===== src/hdl/dft_pkg.sv =====
// Shared constants and types for the device frame transport
package dft_pkg;

  // Frame type codes carried in the low byte of the first dword
  localparam logic [7:0] FT_REG_H2D = 8'h27;
  localparam logic [7:0] FT_REG_D2H = 8'h34;
  localparam logic [7:0] FT_DMA_ACT = 8'h39;
  localparam logic [7:0] FT_DMA_SETUP = 8'h41;
  localparam logic [7:0] FT_DATA = 8'h46;
  localparam logic [7:0] FT_BIST = 8'h58;
  localparam logic [7:0] FT_PIO_SETUP = 8'h5F;
  localparam logic [7:0] FT_SET_BITS = 8'hA1;

  // Field positions in the first dword
  localparam int TYPE_LSB = 0;
  localparam int DIR_BIT = 13;

  // Frame lengths in dwords
  localparam logic [2:0] LEN_REG = 3'h5;
  localparam logic [2:0] LEN_SET_BITS = 3'h2;
  localparam logic [2:0] LEN_PIO = 3'h5;
  localparam int BUF_WORDS = 5;

  // Retry ceiling and FIFO shape
  localparam logic [3:0] MAX_RETRY = 4'h3;
  localparam logic [3:0] RETRY_RST = 4'h0;
  localparam int FIFO_DEPTH = 4;
  localparam int WORD_W = 32;

  // Handoff and route one-hot bit positions
  localparam int HO_DMA_ACT = 0;
  localparam int HO_DMA_SETUP = 1;
  localparam int HO_DATA_IN = 2;
  localparam int HO_BIST = 3;
  localparam int RT_CMD = 0;
  localparam int RT_DATA_OUT = 1;
  localparam int RT_DMA_SETUP = 2;
  localparam int RT_BIST = 3;

  typedef enum logic [2:0] {
    KIND_REG,
    KIND_SET_BITS,
    KIND_PIO,
    KIND_DMA_ACT,
    KIND_DMA_SETUP,
    KIND_DATA,
    KIND_BIST
  } dft_kind_t;

  typedef enum logic [3:0] {
    transport_idle_state,
    frame_type_check_state,
    register_frame_build_state,
    set_bits_frame_build_state,
    pio_setup_build_state,
    tx_status_wait_state,
    dma_activate_tx_state,
    dma_setup_tx_state,
    data_in_tx_state,
    bist_tx_state,
    command_receive_state,
    data_out_receive_state,
    dma_setup_receive_state,
    bist_receive_state
  } dft_state_t;

endpackage : dft_pkg


===== src/hdl/dft_fifo.sv =====
// Small flop-based FIFO with valid/ready on both sides
`timescale 1ns/1ps
`default_nettype none
module dft_fifo #(
  parameter int WIDTH = 32,
  parameter int DEPTH = 4
) (
  input wire logic sys_clk,
  input wire logic rst,
  input wire logic in_valid,
  output logic in_ready,
  input wire logic [WIDTH-1:0] in_data,
  output logic out_valid,
  input wire logic out_ready,
  output logic [WIDTH-1:0] out_data
);
  localparam int AW = $clog2(DEPTH);
  localparam logic [AW:0] FULL_CNT = (AW+1)'(DEPTH);
  localparam logic [AW-1:0] LAST_IDX = AW'(DEPTH - 1);

  logic [WIDTH-1:0] mem_reg [DEPTH];
  logic [AW-1:0] wr_reg;
  logic [AW-1:0] rd_reg;
  logic [AW:0] cnt_reg;
  logic push;
  logic pop;

  assign in_ready = (cnt_reg != FULL_CNT);
  assign out_valid = (cnt_reg != '0);
  assign out_data = mem_reg[rd_reg];
  assign push = in_valid && in_ready;
  assign pop = out_valid && out_ready;

  function automatic logic [AW-1:0] bump(input logic [AW-1:0] p);
    bump = (p == LAST_IDX) ? '0 : p + 1'b1;
  endfunction : bump

  always_ff @(posedge sys_clk) begin
    if (push) begin
      mem_reg[wr_reg] <= in_data;
    end
  end

  always_ff @(posedge sys_clk or posedge rst) begin
    if (rst) begin
      wr_reg <= '0;
      rd_reg <= '0;
      cnt_reg <= '0;
    end else begin
      if (push) begin
        wr_reg <= bump(wr_reg);
      end
      if (pop) begin
        rd_reg <= bump(rd_reg);
      end
      if (push && !pop) begin
        cnt_reg <= cnt_reg + 1'b1;
      end else if (pop && !push) begin
        cnt_reg <= cnt_reg - 1'b1;
      end
    end
  end

  // Never more than DEPTH words held
  a_fifo_bound: assert property (@(posedge sys_clk) disable iff (rst)
    cnt_reg <= FULL_CNT) else $error("fifo count overflow");
endmodule : dft_fifo
`default_nettype wire


===== src/hdl/dft_transport.sv =====
// Device side frame transport dispatcher and control-frame transmitter
// How it works
// - Idle waits for an application request or an incoming frame start.
// - Register frame request from idle enters the register build state.
// - Set-bits frame request from idle enters the set-bits build state.
// - PIO setup request from idle enters the PIO setup build state.
// - DMA activate request hands control to its own transmit process.
// - DMA setup request hands control to its own transmit process.
// - Data frame request hands control to the data transmit process.
// - Self-test request hands control to the self-test transmit process.
// - Incoming frame start in idle enters the frame type check.
// - Host register frame routes to command receive.
// - Host data frame routes to data-out receive.
// - DMA setup frame routes to DMA setup receive.
// - Self-test frame routes to self-test receive.
// - Unknown type or illegal link transition returns to idle.
// - Register build assembles the frame, raises pending, hands it over.
// - Set-bits build assembles the frame, raises pending, hands it over.
// - PIO build assembles the frame, raises pending, hands it over.
// - Exactly one data frame follows PIO setup, direction from its flag.
// - After the last dword, signal done and enter status wait.
// - Status wait waits for ending status and handles errors.
// - Good ending status returns to idle.
// - Bad ending status reports to link and retransmits the frame, up to MAX_RETRY times; past that, it flags retry fail and returns to idle.
`timescale 1ns/1ps
`default_nettype none
module dft_transport (
  input wire logic sys_clk,
  input wire logic rst,
  input wire logic app_req_valid,
  output logic app_req_ready,
  input wire dft_pkg::dft_kind_t app_req_kind,
  input wire logic app_pio_dir,
  input wire logic app_wr_valid,
  output logic app_wr_ready,
  input wire logic [dft_pkg::WORD_W-1:0] app_wr_data,
  output logic app_done,
  output logic app_retry_fail,
  output logic [3:0] tx_handoff,
  output logic [3:0] rx_route,
  input wire logic sub_done,
  output logic pio_follow,
  output logic pio_follow_dir,
  output logic link_tx_req,
  output logic link_tx_valid,
  input wire logic link_tx_ready,
  output logic [dft_pkg::WORD_W-1:0] link_tx_data,
  output logic link_tx_last,
  output logic link_tx_done,
  input wire logic link_stat_valid,
  input wire logic link_stat_err,
  output logic link_err_report,
  input wire logic link_illegal,
  input wire logic link_rx_start,
  input wire logic [7:0] link_rx_type
);
  import dft_pkg::*;

  dft_state_t state_reg;
  dft_kind_t kind_reg;
  logic [WORD_W-1:0] buf_reg [BUF_WORDS];
  logic [2:0] idx_reg;
  logic filled_reg;
  logic dir_reg;
  logic [3:0] retry_reg;
  logic [7:0] rx_type_reg;
  logic done_reg;
  logic fail_reg;
  logic [3:0] handoff_reg;
  logic [3:0] route_reg;
  logic tx_done_reg;
  logic err_rep_reg;
  logic follow_reg;
  logic follow_dir_reg;
  logic in_build;
  logic fill_pop;
  logic send_hs;
  logic send_last;
  logic [2:0] len;
  logic stat_ok;
  logic stat_bad;
  logic retry_more;
  logic fifo_valid;
  logic [WORD_W-1:0] fifo_data;
  logic idle_req;

  function automatic logic [7:0] type_code(input dft_kind_t k);
    unique case (k)
      KIND_REG: type_code = FT_REG_D2H;
      KIND_SET_BITS: type_code = FT_SET_BITS;
      KIND_PIO: type_code = FT_PIO_SETUP;
      KIND_DMA_ACT: type_code = FT_DMA_ACT;
      KIND_DMA_SETUP: type_code = FT_DMA_SETUP;
      KIND_DATA: type_code = FT_DATA;
      KIND_BIST: type_code = FT_BIST;
    endcase
  endfunction : type_code

  function automatic logic [2:0] frame_len(input dft_kind_t k);
    frame_len = (k == KIND_SET_BITS) ? LEN_SET_BITS :
                (k == KIND_PIO) ? LEN_PIO : LEN_REG;
  endfunction : frame_len

  // Application words queue here so the application can run ahead
  dft_fifo #(
    .WIDTH(WORD_W),
    .DEPTH(FIFO_DEPTH)
  ) u_fifo (
    .sys_clk(sys_clk),
    .rst(rst),
    .in_valid(app_wr_valid),
    .in_ready(app_wr_ready),
    .in_data(app_wr_data),
    .out_valid(fifo_valid),
    .out_ready(fill_pop),
    .out_data(fifo_data)
  );

  assign in_build = (state_reg == register_frame_build_state) ||
                    (state_reg == set_bits_frame_build_state) ||
                    (state_reg == pio_setup_build_state);
  assign len = frame_len(kind_reg);
  // Fill only on first attempt; retries replay the held copy
  assign fill_pop = in_build && !filled_reg && !link_illegal;
  assign link_tx_req = in_build;
  assign link_tx_valid = in_build && filled_reg;
  assign link_tx_data = buf_reg[idx_reg];
  assign link_tx_last = link_tx_valid && (idx_reg == len - 3'h1);
  assign send_hs = link_tx_valid && link_tx_ready && !link_illegal;
  assign send_last = send_hs && link_tx_last;
  assign app_req_ready = (state_reg == transport_idle_state) &&
                         !link_rx_start;
  assign idle_req = app_req_valid && app_req_ready;
  assign stat_ok = (state_reg == tx_status_wait_state) &&
                   link_stat_valid && !link_stat_err;
  assign stat_bad = (state_reg == tx_status_wait_state) &&
                    link_stat_valid && link_stat_err;
  assign retry_more = (retry_reg < MAX_RETRY);

  assign app_done = done_reg;
  assign app_retry_fail = fail_reg;
  assign tx_handoff = handoff_reg;
  assign rx_route = route_reg;
  assign link_tx_done = tx_done_reg;
  assign link_err_report = err_rep_reg;
  assign pio_follow = follow_reg;
  assign pio_follow_dir = follow_dir_reg;

  // Dispatcher; incoming frames win over requests since the host
  // cannot be held off
  always_ff @(posedge sys_clk or posedge rst) begin
    if (rst) begin
      state_reg <= transport_idle_state;
    end else if (link_illegal &&
                 state_reg != transport_idle_state) begin
      state_reg <= transport_idle_state;
    end else begin
      unique case (state_reg)
        transport_idle_state: begin
          if (link_rx_start) begin
            state_reg <= frame_type_check_state;
          end else if (app_req_valid) begin
            unique case (app_req_kind)
              KIND_REG: state_reg <= register_frame_build_state;
              KIND_SET_BITS: state_reg <= set_bits_frame_build_state;
              KIND_PIO: state_reg <= pio_setup_build_state;
              KIND_DMA_ACT: state_reg <= dma_activate_tx_state;
              KIND_DMA_SETUP: state_reg <= dma_setup_tx_state;
              KIND_DATA: state_reg <= data_in_tx_state;
              KIND_BIST: state_reg <= bist_tx_state;
            endcase
          end
        end
        frame_type_check_state: begin
          unique case (rx_type_reg)
            FT_REG_H2D: state_reg <= command_receive_state;
            FT_DATA: state_reg <= data_out_receive_state;
            FT_DMA_SETUP: state_reg <= dma_setup_receive_state;
            FT_BIST: state_reg <= bist_receive_state;
            default: state_reg <= transport_idle_state;
          endcase
        end
        register_frame_build_state,
        set_bits_frame_build_state,
        pio_setup_build_state: begin
          if (send_last) begin
            state_reg <= tx_status_wait_state;
          end
        end
        tx_status_wait_state: begin
          if (stat_ok) begin
            state_reg <= transport_idle_state;
          end else if (stat_bad && !retry_more) begin
            state_reg <= transport_idle_state;
          end else if (stat_bad) begin
            unique case (kind_reg)
              KIND_SET_BITS: state_reg <= set_bits_frame_build_state;
              KIND_PIO: state_reg <= pio_setup_build_state;
              default: state_reg <= register_frame_build_state;
            endcase
          end
        end
        default: begin
          // Handed-off and receive processes report back with sub_done
          if (sub_done) begin
            state_reg <= transport_idle_state;
          end
        end
      endcase
    end
  end

  // Request and incoming type capture
  always_ff @(posedge sys_clk or posedge rst) begin
    if (rst) begin
      kind_reg <= KIND_REG;
      dir_reg <= 1'b0;
      rx_type_reg <= 8'h00;
    end else begin
      if (idle_req) begin
        kind_reg <= app_req_kind;
        dir_reg <= app_pio_dir;
      end
      if (app_req_ready == 1'b0 &&
          state_reg == transport_idle_state && link_rx_start) begin
        rx_type_reg <= link_rx_type;
      end
    end
  end

  // Frame assembly: type byte and direction flag forced by the transport
  always_ff @(posedge sys_clk) begin
    if (fill_pop && fifo_valid) begin
      buf_reg[idx_reg] <= fifo_data;
      if (idx_reg == 3'h0) begin
        buf_reg[0][TYPE_LSB +: 8] <= type_code(kind_reg);
        if (kind_reg == KIND_PIO) begin
          buf_reg[0][DIR_BIT] <= dir_reg;
        end
      end
    end
  end

  // Word index and fill flag
  always_ff @(posedge sys_clk or posedge rst) begin
    if (rst) begin
      idx_reg <= 3'h0;
      filled_reg <= 1'b0;
    end else if (idle_req || !in_build) begin
      idx_reg <= 3'h0;
      if (idle_req) begin
        filled_reg <= 1'b0;
      end
    end else if (fill_pop && fifo_valid) begin
      if (idx_reg == len - 3'h1) begin
        idx_reg <= 3'h0;
        filled_reg <= 1'b1;
      end else begin
        idx_reg <= idx_reg + 3'h1;
      end
    end else if (send_hs) begin
      idx_reg <= send_last ? 3'h0 : idx_reg + 3'h1;
    end
  end

  // Retry counting; a fresh request restarts the budget
  always_ff @(posedge sys_clk or posedge rst) begin
    if (rst) begin
      retry_reg <= RETRY_RST;
    end else if (idle_req) begin
      retry_reg <= RETRY_RST;
    end else if (stat_bad && retry_more) begin
      retry_reg <= retry_reg + 4'h1;
    end
  end

  // One-cycle event outputs
  always_ff @(posedge sys_clk or posedge rst) begin
    if (rst) begin
      tx_done_reg <= 1'b0;
      err_rep_reg <= 1'b0;
      done_reg <= 1'b0;
      fail_reg <= 1'b0;
    end else begin
      tx_done_reg <= send_last;
      err_rep_reg <= stat_bad;
      done_reg <= stat_ok;
      fail_reg <= stat_bad && !retry_more;
    end
  end

  // Handoff and route strobes toward the other processes
  always_ff @(posedge sys_clk or posedge rst) begin
    if (rst) begin
      handoff_reg <= 4'h0;
      route_reg <= 4'h0;
    end else begin
      handoff_reg <= 4'h0;
      route_reg <= 4'h0;
      if (idle_req && !link_illegal) begin
        handoff_reg[HO_DMA_ACT] <= (app_req_kind == KIND_DMA_ACT);
        handoff_reg[HO_DMA_SETUP] <= (app_req_kind == KIND_DMA_SETUP);
        handoff_reg[HO_DATA_IN] <= (app_req_kind == KIND_DATA);
        handoff_reg[HO_BIST] <= (app_req_kind == KIND_BIST);
      end
      if (state_reg == frame_type_check_state && !link_illegal) begin
        route_reg[RT_CMD] <= (rx_type_reg == FT_REG_H2D);
        route_reg[RT_DATA_OUT] <= (rx_type_reg == FT_DATA);
        route_reg[RT_DMA_SETUP] <= (rx_type_reg == FT_DMA_SETUP);
        route_reg[RT_BIST] <= (rx_type_reg == FT_BIST);
      end
    end
  end

  // Pending PIO data frame; a new setup wins over the data-frame clear
  always_ff @(posedge sys_clk or posedge rst) begin
    if (rst) begin
      follow_reg <= 1'b0;
      follow_dir_reg <= 1'b0;
    end else if (stat_ok && kind_reg == KIND_PIO) begin
      follow_reg <= 1'b1;
      follow_dir_reg <= dir_reg;
    end else if (handoff_reg[HO_DATA_IN] || route_reg[RT_DATA_OUT]) begin
      follow_reg <= 1'b0;
    end
  end

  a_idle_wait: assert property (@(posedge sys_clk) disable iff (rst)
    state_reg == transport_idle_state && !app_req_valid && !link_rx_start
    |=> state_reg == transport_idle_state)
    else $error("idle left without cause");
  a_reg_dispatch: assert property (@(posedge sys_clk) disable iff (rst)
    idle_req && app_req_kind == KIND_REG && !link_illegal
    |=> state_reg == register_frame_build_state)
    else $error("register request not dispatched");
  a_bits_dispatch: assert property (@(posedge sys_clk) disable iff (rst)
    idle_req && app_req_kind == KIND_SET_BITS && !link_illegal
    |=> state_reg == set_bits_frame_build_state)
    else $error("set bits request not dispatched");
  a_pio_dispatch: assert property (@(posedge sys_clk) disable iff (rst)
    idle_req && app_req_kind == KIND_PIO && !link_illegal
    |=> state_reg == pio_setup_build_state)
    else $error("pio request not dispatched");
  a_handoff_pulse: assert property (@(posedge sys_clk) disable iff (rst)
    idle_req && app_req_kind > KIND_PIO && !link_illegal
    |=> $onehot(tx_handoff) ##1 tx_handoff == 4'h0)
    else $error("handoff strobe wrong");
  a_rx_check: assert property (@(posedge sys_clk) disable iff (rst)
    state_reg == transport_idle_state && link_rx_start
    |=> state_reg == frame_type_check_state)
    else $error("incoming frame not checked");
  a_cmd_route: assert property (@(posedge sys_clk) disable iff (rst)
    state_reg == frame_type_check_state && !link_illegal &&
    rx_type_reg == FT_REG_H2D |=> rx_route[RT_CMD] &&
    state_reg == command_receive_state)
    else $error("command frame misrouted");
  a_rx_others: assert property (@(posedge sys_clk) disable iff (rst)
    state_reg == frame_type_check_state && !link_illegal &&
    (rx_type_reg == FT_DMA_SETUP || rx_type_reg == FT_BIST)
    |=> $onehot(rx_route))
    else $error("receive route missing");
  a_unknown_idle: assert property (@(posedge sys_clk) disable iff (rst)
    state_reg == frame_type_check_state && rx_type_reg != FT_REG_H2D &&
    rx_type_reg != FT_DATA && rx_type_reg != FT_DMA_SETUP &&
    rx_type_reg != FT_BIST |=> state_reg == transport_idle_state
    && rx_route == 4'h0)
    else $error("unknown type not dropped");
  a_done_status: assert property (@(posedge sys_clk) disable iff (rst)
    send_last |=> link_tx_done && state_reg == tx_status_wait_state)
    else $error("done strobe or status wait missing");
  a_ok_idle: assert property (@(posedge sys_clk) disable iff (rst)
    stat_ok |=> state_reg == transport_idle_state && app_done)
    else $error("good status not closed");
  a_err_retry: assert property (@(posedge sys_clk) disable iff (rst)
    stat_bad && retry_more && !link_illegal
    |=> link_err_report && in_build && idx_reg == 3'h0)
    else $error("error retry missing");
  a_retry_cap: assert property (@(posedge sys_clk) disable iff (rst)
    stat_bad && !retry_more |=> app_retry_fail &&
    state_reg == transport_idle_state)
    else $error("retry ceiling ignored");
  a_pio_follow: assert property (@(posedge sys_clk) disable iff (rst)
    stat_ok && kind_reg == KIND_PIO
    |=> pio_follow && pio_follow_dir == $past(dir_reg))
    else $error("pio follow not raised");
  a_pend_frame: assert property (@(posedge sys_clk) disable iff (rst)
    link_tx_valid && idx_reg == 3'h0 |-> link_tx_req &&
    link_tx_data[TYPE_LSB +: 8] == type_code(kind_reg))
    else $error("frame type byte wrong");

  c_reg_ok: cover property (@(posedge sys_clk) disable iff (rst)
    state_reg == register_frame_build_state ##[1:40] app_done);
  c_retry: cover property (@(posedge sys_clk) disable iff (rst)
    stat_bad ##[1:40] stat_ok);
  c_fail: cover property (@(posedge sys_clk) disable iff (rst)
    app_retry_fail);
  c_cmd_rx: cover property (@(posedge sys_clk) disable iff (rst)
    rx_route[RT_CMD]);
endmodule : dft_transport
`default_nettype wire


===== config.mk =====
export PLATFORM = sky130hd
export DESIGN_NAME = dft_transport
export DESIGN_NICKNAME = d
export VERILOG_FILES = /design/src/hdl/dft_pkg.sv /design/src/hdl/dft_fifo.sv /design/src/hdl/dft_transport.sv
export SDC_FILE = /design/constraint.sdc
export NUM_CORES = 1
export LEC_CHECK = 0
export BUFFER_PORTS_ARGS = -buffer_cell sky130_fd_sc_hd__buf_4
export CAP_MARGIN = 0
export CORE_MARGIN = 2
export CORE_UTILIZATION = 45
export CTS_BUF_LIST = sky130_fd_sc_hd__clkbuf_2 sky130_fd_sc_hd__clkbuf_4 sky130_fd_sc_hd__clkbuf_8
export CTS_CLUSTER_DIAMETER = 40
export DETAILED_ROUTE_END_ITERATION = 10
export GPL_ROUTABILITY_DRIVEN = 1
export SLEW_MARGIN = 30
export SYNTH_ARGS = -nofsm -noshare
export SYNTH_HDL_FRONTEND = slang
export SYNTH_HIERARCHICAL = 1
export SYNTH_SLANG_ARGS = --single-unit

===== constraint.sdc =====
create_clock -name sys_clk -period 7.6 [get_ports sys_clk]
set_input_delay 0 -clock sys_clk [delete_from_list [all_inputs] [get_ports sys_clk]]
set_output_delay 0 -clock sys_clk [all_outputs]
set_load 0.01 [all_outputs]

==> Yosys cells after proc, flatten, opt, wreduce, memory -nomap -nowiden <==
Memory sizes are Yosys's and may differ from the RTL's.
Cells that the tools add are included.
{ "classes": {"bitwise": 1, "n_lt_le_gt_ge": 1, "n_addsub": 7, "n_reduce_logical": 52, "n_eq_ne": 29, "muxes": 46} }
{ "ops": {"columns": ["operator", "n"], "rows": [
  ["$pmux W8 S7", 1],
  ["$mux W4", 12],
  ["$pmux W4 S4", 2],
  ["$pmux W4 S7", 1],
  ["$eq A8 B7 Y1 const B", 3],
  ["$logic_and A1 B1 Y1", 24],
  ["$mux W3", 8],
  ["$eq A3 B3 Y1 const B", 6],
  ["$mux W1", 17],
  ["$mux W8", 2],
  ["$eq A3 B2 Y1 const B", 4],
  ["$reduce_bool A2 Y1", 5],
  ["$logic_not A3 Y1", 3],
  ["$eq A4 B2 Y1 const B", 2],
  ["$eq A4 B3 Y1 const B", 2],
  ["$eq A8 B6 Y1 const B", 1],
  ["$logic_not A1 Y1", 8],
  ["$add A3 B1 Y3 const B", 2],
  ["$eq A3 B1 Y1 const B", 2],
  ["$ne A3 B3 Y1 const B", 2],
  ["$pmux W3 S2", 1],
  ["$reduce_bool A3 Y1", 2],
  ["$reduce_bool A6 Y1", 1],
  ["$sub A3 B1 Y3 const B", 2],
  ["other kinds (17)", 23]
]} }
{ "word_totals": {"mem_bits_rw": 288, "ff_bits": 45, "output_inout_bits": 51, "mem_count": 2, "input_bits": 54} }
{ "mem_list": {"columns": ["name", "words", "word_bits", "read_ports", "rd_clocked_by_memory_dff", "wr", "line_no", "source"], "rows": [
  ["buf_reg", 5, 32, 1, 0, 2, "dft_transport.sv:61", "logic [WORD_W-1:0] buf_reg [BUF_WORDS];"],
  ["u_fifo.mem_reg", 4, 32, 1, 0, 1, "dft_fifo.sv:21", "logic [WIDTH-1:0] mem_reg [DEPTH];"]
]} }

==> Longest topological paths before layout <==
Gate-level depths: netlist of the first run.
{ "depth": {"ltp_word": 11, "ltp_mapped": 11, "depth_no_buf": 10} }

==> Hierarchy <==
The synthesis of the first run kept the hierarchy.
{ "by_module_without_submodules": {"columns": ["mod", "area_each_um2", "cells_each", "n_inst"], "rows": [
  ["dft_transport", 8176.6, 583, 1],
  ["dft_fifo", 5109.9, 206, 1]
]} }

==> Least setup slack after synthesis of the first run <==
OpenSTA, ideal clock, no wires.
{ "synth_path": {"path_type": "reg-to-reg", "startpoint": "reg state_reg[2]", "endpoint": "mem buf_reg[1][0] (enable)", "path_stages_with_launch": 7, "arrival_ns": 3.758, "path_slack_ns": 3.381, "path_buffers": 1, "cell_sequence": "dfrtp_1 -> or3b_1 -> a21oi_4 -> nand3_2 -> or2_1 -> buf_2 -> nor3_1"} }
{ "synth_lines": {"columns": ["element", "line_no", "source"], "rows": [
  ["start: declaration", "dft_transport.sv:59", "dft_state_t state_reg;"],
  ["start signal: assignment", "dft_transport.sv:153", "state_reg <= transport_idle_state;"],
  ["start signal: assignment", "dft_transport.sv:156", "state_reg <= transport_idle_state;"],
  ["start signal: assignment", "dft_transport.sv:161", "state_reg <= frame_type_check_state;"],
  ["end: declaration", "dft_transport.sv:61", null]
]} }

==> flow_metrics.py, run 1 <==
metrics = {
    "global_route": {
        "grtUsageTotal_pct": 17.5,
        "grt_first_pass_wirelength_um": 41700,
        "grt_pass1_vias": 7505,
        "overflow": 0,
        "grt_max_degree": 44,
        "antenna_found_initial": 0,
    },
    "clock_network": {
        "worstSkewPairLatency_ns": 0.59,
        "cts_hold_buf": 59,
        "cts_resized": 0,
        "numCtsBuffers": 56,
        "cts.path.max_buffers": 3,
        "tritoncts": "yes",
        "post_cts_buffers": 0,
        "h-tree-depth": 2,
        "path_clk_slew_ns": 0.06,
        "cts_root_buf": "clkbuf_8",
        "clock_sinks": 333,
    },
    "setup_path": {
        "max_stage_delay_ns": 0.62,
        "arrival_ns": 3.56,
        "crit_type": "reg -> reg",
        "startpoint_type": "flop",
        "path_cells": "or3b_1, a21oi_4, nand3_2, or2_1, nor3_2, buf_4",
        "critPathRequiredTime_ns": 7.84,
        "critPathBufInv": 1,
        "critPathMaxFanout": 23,
        "cp-end-kind": "flop",
        "crit_family": "simple AND/OR/NAND/NOR gates",
        "slowest_stage": "nor3_2",
    },
    "finish": {
        "synthToLayoutAreaGrowth_pct": 21.8,
        "fill_cells": 2364,
        "drive_above_1_share_pct": 27.6,
        "num_antenna_cells": 0,
        "multi_input_area_um2": 3280,
        "fin_nets": 1050,
        "final_common_cell": "edfxtp_1",
        "fin_area_um2": 16200,
        "final_cell_mix": "288 x edfxtp_1, 121 x buf_4, 59 x clkbuf_8, 59 x dlygate4sd3_1, 58 x nor2_1",
        "seq_area_um2": 9780,
        "fin_cells": 1417,
        "largest_register_ffs": 160,
    },
    "sta": {
        "rsz0062_at_grt": "false",
        "maxSlewViolCount": 0,
        "period_share_pct": 43.7,
        "relSlewSlack_pct": 40.4,
        "fmax_mhz": 301,
        "final-hold-violation-count": 0,
        "fin_tns_setup_ns": 0,
        "hold_slack_ns": 0.110,
        "layout_min_cycle_time_ns": 3.32,
        "finClkSkew_ns": 0.0244,
        "worstMarginPinSlew_ns": 0.892,
        "layout_setup_ws_ns": 4.28,
        "setup_violations": 0,
    },
    "yosys": {
        "ys_ff_latch": 333,
        "synth_ff_type": "edfxtp_1",
        "avgSynthCellArea_um2": 16.8,
        "yosysTopAreaCell": "edfxtp_1",
        "synthCells": 789,
        "yosysWarnings": 6,
        "netlist.area_leader.share_pct": 65.1,
        "syn_area_um2": 13300,
        "async_reset_ff_share_pct": 13.5,
        "syn-num-nets": 853,
        "yosysSeqAreaShare_pct": 73.6,
        "synth_edf_count": 288,
        "synth_cell_types": 62,
        "synth_area_leaders": "edfxtp_1 65%, dfrtp_1 8.5%, mux4_2 4.9%",
    },
    "routing": {
        "num_vias": 7333,
        "wirelength_um": 26700,
        "firstDrtPassIters": 4,
        "drtIter0Drc": 488,
        "antenna_left": 0,
        "remaining_drc_errors": 0,
        "via_per_inst": 5.18,
        "routedWlPerCell_um": 18.9,
    },
    "power_and_ir_drop": {
        "p_leak_nw": 5.69,
        "powerDensity_nw_per_um2": 350,
        "power_switching_w": 0.00174,
        "p_int_w": 0.00393,
        "swShare_pct": 30.7,
        "combPwrFrac_pct": 27.6,
        "p_seq_share_pct": 45.1,
        "clockPowerShare_pct": 27.3,
        "ir_worst_vdd_mv": 0.180,
    },
    "die": {
        "die-area_um2": 30900,
        "num_io_pins": 105,
        "core-area_um2": 28900,
        "die_h_um": 176,
        "fp.dieW_um": 176,
        "initial_core_util_pct": 46.0,
        "num_rows": 62,
    },
    "flow_run": {
        "drv_cap": 0,
    },
    "placement": {
        "dp_slack_ns": 4.29,
        "io_buffer_count": 104,
        "placed_cells": 1253,
        "gp_congestion": 0.768,
        "dpl.hpwl_um": 16400,
        "dpl-instance-area_um2": 14500,
    },
    "min_path": {
        "hp-class": "in -> async",
    },
    "outcome": {
        "outcome": "finished clean",
    },
}
[through the flow]
| stage | util (%) | power, W |
|---|---|---|
| final | 56.1 | 0.00567 |
| after global routing | 56.1 | 0.00597 |
| after CTS | 56.1 | 0.00574 |
| after detailed placement | 50.2 | 0.00415 |
| after global placement | 50.2 | 0.00413 |
| after floorplan | - | 0.00361 |
[logic make-up (layout without fill, tap and decap cells)]
group,Yosys count,after routing,synth area share (%)
AND/OR/NAND/NOR,161,161,6.49
adder cells (fa/ha/maj),10,10,0.998
XOR/XNOR,5,5,0.330
multiplexers,91,91,10.3
AO/OA/AOI/OAI,137,137,6.30
flip-flops,333,333,73.6
buffers and inverters,52,296,2.02
[tightest hold or removal path, delay by kind of cell]
kind	cells	cell delay [ns]
buf+inv	4	1.14
[power groups by stage]
stage	registers [W]	clock network, W	logic, W
floorplan	0.00255	0	0.00106
global placement	0.00258	0	0.00155
detailed placement	0.00259	0	0.00156
CTS	0.00256	0.00159	0.00160
global route	0.00258	0.00167	0.00172
finish	0.00256	0.00155	0.00157
[final timing paths]
check	cells past startpoint	to	startpoint	slack, ns
max in group asynchronous	4	u_fifo/rd_reg[0]$_DFFE_PP0P_	rst	6.88
worst min-delay path	4	rx_type_reg[0]$_DFFE_PP0P_	rst	0.11
worst max register to register	6	buf_reg[2][23]$_DFFE_PP_	state_reg[1]$_DFFE_PP0P_	4.28
worst max-delay path	6	buf_reg[2][23]$_DFFE_PP_	state_reg[1]$_DFFE_PP0P_	4.28
worst min register to register	2	pio_follow$_DFFE_PP0P_	pio_follow$_DFFE_PP0P_	0.48
min in group sys_clk	2	u_fifo/mem_reg[2][16]$_DFFE_PP_	app_wr_data[16]	0.15
[synthesized netlist by cell type (6+ instances only)]
cell and instances:
a21oi_1 43, a22oi_1 32, and2_1 9, buf_2 7, clkbuf_1 28, dfrtp_1 45, edfxtp_1 288, ha_1 9
inv_1 11, mux2_2 23, mux2i_1 34, mux4_2 29, nand2_1 23, nand2b_1 8, nand3b_1 6, nor2_1 60
nor2b_1 10, nor3_1 12, o21ai_0 41
[cell type report]
| type | instances | area share [%] |
|---|---|---|
| flip-flops and latches | 333 | 60.4 |
| well taps | 384 | 2.97 |
| repair buffers | 180 | 9.26 |
| clock inverters | 26 | 0.912 |
| clock buffers | 79 | 5.94 |
| multi-input cells | 404 | 20.3 |
| inverters | 11 | 0.255 |
[metal layers]
layer	GRT usage [%]	vias up	wire length [um]
li1	-	3476	-
met4	5.20	0	456
met2	28.8	173	13000
met5	0	-	0
met1	23.6	3647	12000
met3	3.61	37	1270
No activity file was read; power rests on OpenSTA's default activity.
==> inputs of run 2 (changes only) <==
- PLACE_DENSITY: default -> 0.65
- clock period: 7.6 -> 2.84 ns (I/O delays scaled with it)
==> flow_metrics.py, run 2 (synthesis gave the netlist of run 1 again) <==
metrics = {
    "sta": {
        "finClkSkew_ns": 0.0299,
        "relSlewSlack_pct": 53.6,
        "setup_violations": 0,
        "rsz0062_at_grt": "false",
        "final-hold-violation-count": 0,
        "fin_tns_setup_ns": 0,
        "maxSlewViolCount": 0,
        "period_share_pct": 91.1,
        "fmax_mhz": 387,
        "worstMarginPinSlew_ns": 0.696,
        "layout_min_cycle_time_ns": 2.59,
    },
    "clock_network": {
        "cts_root_buf": "clkbuf_8",
        "h-tree-depth": 2,
        "worstSkewPairLatency_ns": 0.59,
        "cts.path.max_buffers": 3,
        "path_clk_slew_ns": 0.06,
        "clock_sinks": 333,
        "numCtsBuffers": 54,
        "tritoncts": "yes",
    },
    "die": {
        "fp.dieW_um": 176,
        "core-area_um2": 28900,
        "num_rows": 62,
        "initial_core_util_pct": 46.0,
        "num_io_pins": 105,
        "die_h_um": 176,
        "die-area_um2": 30900,
    },
    "global_route": {
        "overflow": 0,
        "grt_max_degree": 64,
        "met2_usage_pct": 25.7,
        "grt_first_pass_wirelength_um": 40700,
        "antenna_found_initial": 1,
        "grt_pass1_vias": 7405,
        "met3_usage_pct": 3.40,
        "grt.met1_usage_pct": 25.0,
        "top_usage_layer": "met2",
        "grtUsageTotal_pct": 17.0,
    },
    "routing": {
        "drtIter0Drc": 535,
        "routedWlPerCell_um": 18.3,
        "firstDrtPassIters": 4,
        "wirelength_um": 25800,
        "remaining_drc_errors": 0,
        "via_per_inst": 5.19,
        "num_vias": 7341,
        "antenna_left": 0,
    },
    "placement": {
        "gp_congestion": 0.770,
        "placed_cells": 1256,
        "dpl-instance-area_um2": 14600,
        "dpl.hpwl_um": 16000,
        "io_buffer_count": 104,
    },
    "finish": {
        "fin_cells": 1414,
        "fill_cells": 2271,
        "fin_nets": 1051,
        "post-route-util_pct": 56.4,
        "fin_area_um2": 16300,
        "final_cell_mix": "288 x edfxtp_1, 117 x buf_4, 59 x dlygate4sd3_1",
        "final_common_cell": "edfxtp_1",
        "synthToLayoutAreaGrowth_pct": 22.5,
        "drive_above_1_share_pct": 28.0,
        "largest_register_ffs": 160,
    },
    "power_and_ir_drop": {
        "p_leak_nw": 5.70,
        "powerDensity_nw_per_um2": 929,
        "ir_worst_vdd_mv": 0.404,
    },
    "setup_path": {
        "critPathRequiredTime_ns": 2.84,
        "ff2ff_setup_slack_ns": 0.29,
        "cp-end-kind": "primary output",
        "r2r_end": "buf_reg[1][13]$_DFFE_PP_",
        "reg2reg_from": "state_reg[1]$_DFFE_PP0P_",
        "setup.worst_path.start": "idx_reg[0]$_DFFE_PP0P_",
        "startpoint_type": "flop",
        "endpoint": "link_tx_data[26]",
        "critPathMaxFanout": 36,
        "arrival_ns": 2.59,
        "reg2reg_depth": 6,
        "crit_type": "reg -> out",
    },
    "outcome": {
        "outcome": "finished clean",
    },
    "flow_run": {
        "drv_cap": 0,
    },
    "min_path": {
        "hp-class": "in -> async",
    },
}
## run 2: area by class of cell
class	instances	area [um2]	share of cell area, %
diodes	1	2.50	0.0154
clock buffers	72	885	5.44
clock inverters	26	194	1.19
inverters	11	41.3	0.254
multi-input cells	404	3300	20.3
flip-flops and latches	333	9780	60.1
well taps	384	480	2.95
repair buffers	183	1590	9.78
## run 2: worst max-delay path, stage by stage, from the launching register on
cell and delay (ns):
dfrtp_1 0.45, buf_6 0.32, inv_1 0.18, nor2_2 0.14, buf_6 0.26, a21oi_1 0.10
o21ai_0 0.35, buf_4 0.20
## run 2: what timing repair did
action                                  in CTS  in global routing
endpoints found under the hold margin      210                  0
buffers inserted                             0                  0
hold buffers                                59                  0
endpoints found under the setup margin       3                 11
gates resized for setup                      1                  2
## run 2: worst min-delay path by stage
stage                                    endpoint  cells after the start  start
floorplan           u_fifo/cnt_reg[0]$_DFFE_PP0P_                      1    rst
global placement     u_fifo/wr_reg[1]$_DFFE_PP0P_                      2    rst
detailed placement   u_fifo/wr_reg[1]$_DFFE_PP0P_                      2    rst
CTS                    rx_type_reg[4]$_DFFE_PP0P_                      4    rst
global route           rx_type_reg[4]$_DFFE_PP0P_                      4    rst
finish                 rx_type_reg[4]$_DFFE_PP0P_                      4    rst
## run 2: where the power goes
part / total (W) / internal, W / switching, W
logic: 0.00413 / 0.00177 / 0.00236
clock network: 0.00405 / 0.00223 / 0.00183
registers: 0.00693 / 0.00649 / 0.000436
## run 2: routing by layer
layer | vias to the layer above | part of all wire (%)
li1 | 3485 | -
met1 | 3667 | 48
met2 | 161 | 46
met3 | 28 | 4.9
met4 | 0 | 1.4
met5 | - | 0
## run 2: through the flow
step                      setup WS [ns]  hold WS, ns  power, W
after floorplan                  -0.412       -0.197   0.00966
after global placement            0.299      -0.0272    0.0110
after detailed placement          0.266      -0.0287    0.0111
after CTS                        0.0680        0.100    0.0153
after global routing             0.0347        0.134    0.0159
final                             0.254        0.107    0.0151
==> inputs of run 3 (changes only) <==
- CORE_MARGIN: 2 -> 10
- REMOVE_ABC_BUFFERS: default -> 1
==> flow_metrics.py, run 3 (synthesis gave the netlist of run 1 again) <==
metrics = {
    "die": {
        "fp.dieW_um": 192,
        "num_rows": 62,
        "core-area_um2": 28900,
        "initial_core_util_pct": 45.9,
        "die_h_um": 192,
        "num_io_pins": 105,
        "die-area_um2": 36800,
    },
    "global_route": {
        "grt_pass1_vias": 7577,
        "grtUsageTotal_pct": 14.7,
        "met2_usage_pct": 23.2,
        "grt.met1_usage_pct": 20.2,
        "top_usage_layer": "met2",
        "overflow": 0,
        "grt_max_degree": 36,
        "grt_first_pass_wirelength_um": 42700,
        "antenna_found_initial": 1,
        "met3_usage_pct": 2.81,
    },
    "flow_run": {
        "drv_cap": 0,
    },
    "setup_path": {
        "max_stage_delay_ns": 0.61,
        "r2r_end": "buf_reg[2][13]$_DFFE_PP_",
        "path_cells": "nand2_1, nor2_2, buf_4, a22oi_1, o21ai_0, buf_4",
        "startpoint_type": "flop",
        "crit_top_cell": "buf_4",
        "reg2reg_from": "state_reg[1]$_DFFE_PP0P_",
        "reg2reg_depth": 6,
        "critPathRequiredTime_ns": 2.84,
        "crit_type": "reg -> out",
        "endpoint": "link_tx_data[23]",
        "setup.worst_path.start": "idx_reg[0]$_DFFE_PP0P_",
        "cp-end-kind": "primary output",
        "slowest_stage": "nor2_2",
        "ff2ff_setup_slack_ns": 0.34,
        "critPathMaxFanout": 16,
        "arrival_ns": 2.59,
    },
    "sta": {
        "final-hold-violation-count": 0,
        "maxSlewViolCount": 0,
        "setup_violations": 0,
        "fmax_mhz": 385,
        "hold_slack_ns": 0.0851,
        "worstMarginPinSlew_ns": 0.801,
        "fin_tns_setup_ns": 0,
        "period_share_pct": 91.3,
        "rsz0062_at_grt": "false",
        "relSlewSlack_pct": 46.6,
        "finClkSkew_ns": 0.0430,
        "layout_min_cycle_time_ns": 2.59,
    },
    "finish": {
        "largest_register_ffs": 160,
        "final_cell_mix": "288 x edfxtp_1, 127 x buf_4, 58 x nor2_1, 58 x dlygate4sd3_1, 55 x clkbuf_8",
        "fin_cells": 1419,
        "synthToLayoutAreaGrowth_pct": 22.2,
        "final_common_cell": "edfxtp_1",
        "drive_above_1_share_pct": 28.4,
        "num_antenna_cells": 0,
        "fill_cells": 2274,
        "post-route-util_pct": 56.1,
        "fin_nets": 1056,
    },
    "routing": {
        "num_vias": 7326,
        "remaining_drc_errors": 0,
        "routedWlPerCell_um": 19.0,
        "drtIter0Drc": 586,
        "wirelength_um": 27000,
        "via_per_inst": 5.16,
        "firstDrtPassIters": 5,
        "antenna_left": 0,
    },
    "power_and_ir_drop": {
        "p_leak_nw": 5.72,
        "ir_worst_vdd_mv": 0.406,
        "powerDensity_nw_per_um2": 931,
    },
    "outcome": {
        "outcome": "finished clean",
    },
    "clock_network": {
        "clock_sinks": 333,
        "numCtsBuffers": 54,
        "worstSkewPairLatency_ns": 0.60,
        "path_clk_slew_ns": 0.06,
        "cts_resized": 0,
        "h-tree-depth": 2,
        "tritoncts": "yes",
        "cts.path.max_buffers": 3,
        "post_cts_buffers": 0,
        "cts_root_buf": "clkbuf_8",
    },
    "min_path": {
        "hp-class": "in -> async",
    },
    "placement": {
        "placed_cells": 1262,
        "dpl.hpwl_um": 17700,
        "gp_congestion": 0.816,
        "io_buffer_count": 104,
    },
}
## run 3: worst min-delay path by stage
stage,startpoint,end,slack [ns],cells past startpoint
floorplan,rst,u_fifo/cnt_reg[0]$_DFFE_PP0P_,-0.20,1
global placement,rst,u_fifo/wr_reg[0]$_DFFE_PP0P_,-0.02,2
detailed placement,rst,u_fifo/wr_reg[1]$_DFFE_PP0P_,-0.02,2
CTS,rst,rx_type_reg[1]$_DFFE_PP0P_,0.09,3
global route,rst,rx_type_reg[4]$_DFFE_PP0P_,0.13,3
finish,rst,rx_route[3]$_DFF_PP0_,0.09,3
## run 3: power breakdown
group | switching, W | total (W) | internal [W]
clock | 0.00183 | 0.00401 | 0.00218
combinational | 0.00240 | 0.00418 | 0.00179
sequential | 0.000432 | 0.00693 | 0.00649
total | 0.00466 | 0.0151 | 0.0105
## run 3: metrics by stage
| step | total power, W | instance area [um2] | setup WS (ns) |
|---|---|---|---|
| after floorplan | 0.00946 | 13100 | -1.51 |
| after global placement | 0.0111 | 14600 | 0.413 |
| after detailed placement | 0.0112 | 14600 | 0.354 |
| after CTS | 0.0153 | 16200 | 0.193 |
| after global routing | 0.0159 | 16200 | 0.0100 |
| final | 0.0151 | 16200 | 0.246 |
## run 3: critical path: cells and delay by family, from the launching register on
family          cells  cell delay, ns
compound gates      2            0.24
buf+inv             2            0.57
simple gates        2            0.74
flops               1            0.47
## run 3: routing by layer
layer / vias up / wire length, um
met4: 0 / 551
met2: 171 / 12800
li1: 3486 / -
met5: - / 0
met3: 42 / 1360
met1: 3627 / 12300
## run 3: area by class of cell
type	count	area, um2	area share, %
Inverter	11	41.3	0.254
Timing Repair Buffer	188	1590	9.82
Clock inverter	31	216	1.33
Clock buffer	68	855	5.26
Multi-Input combinational cell	404	3270	20.1
Tap cell	384	480	2.96
Sequential cell	333	9780	60.2
## run 3: repair_timing
action / in CTS / in global routing
endpoints found under the setup margin: 0 / 0
hold buffers: 58 / 0
hold endpoints to repair: 209 / 0
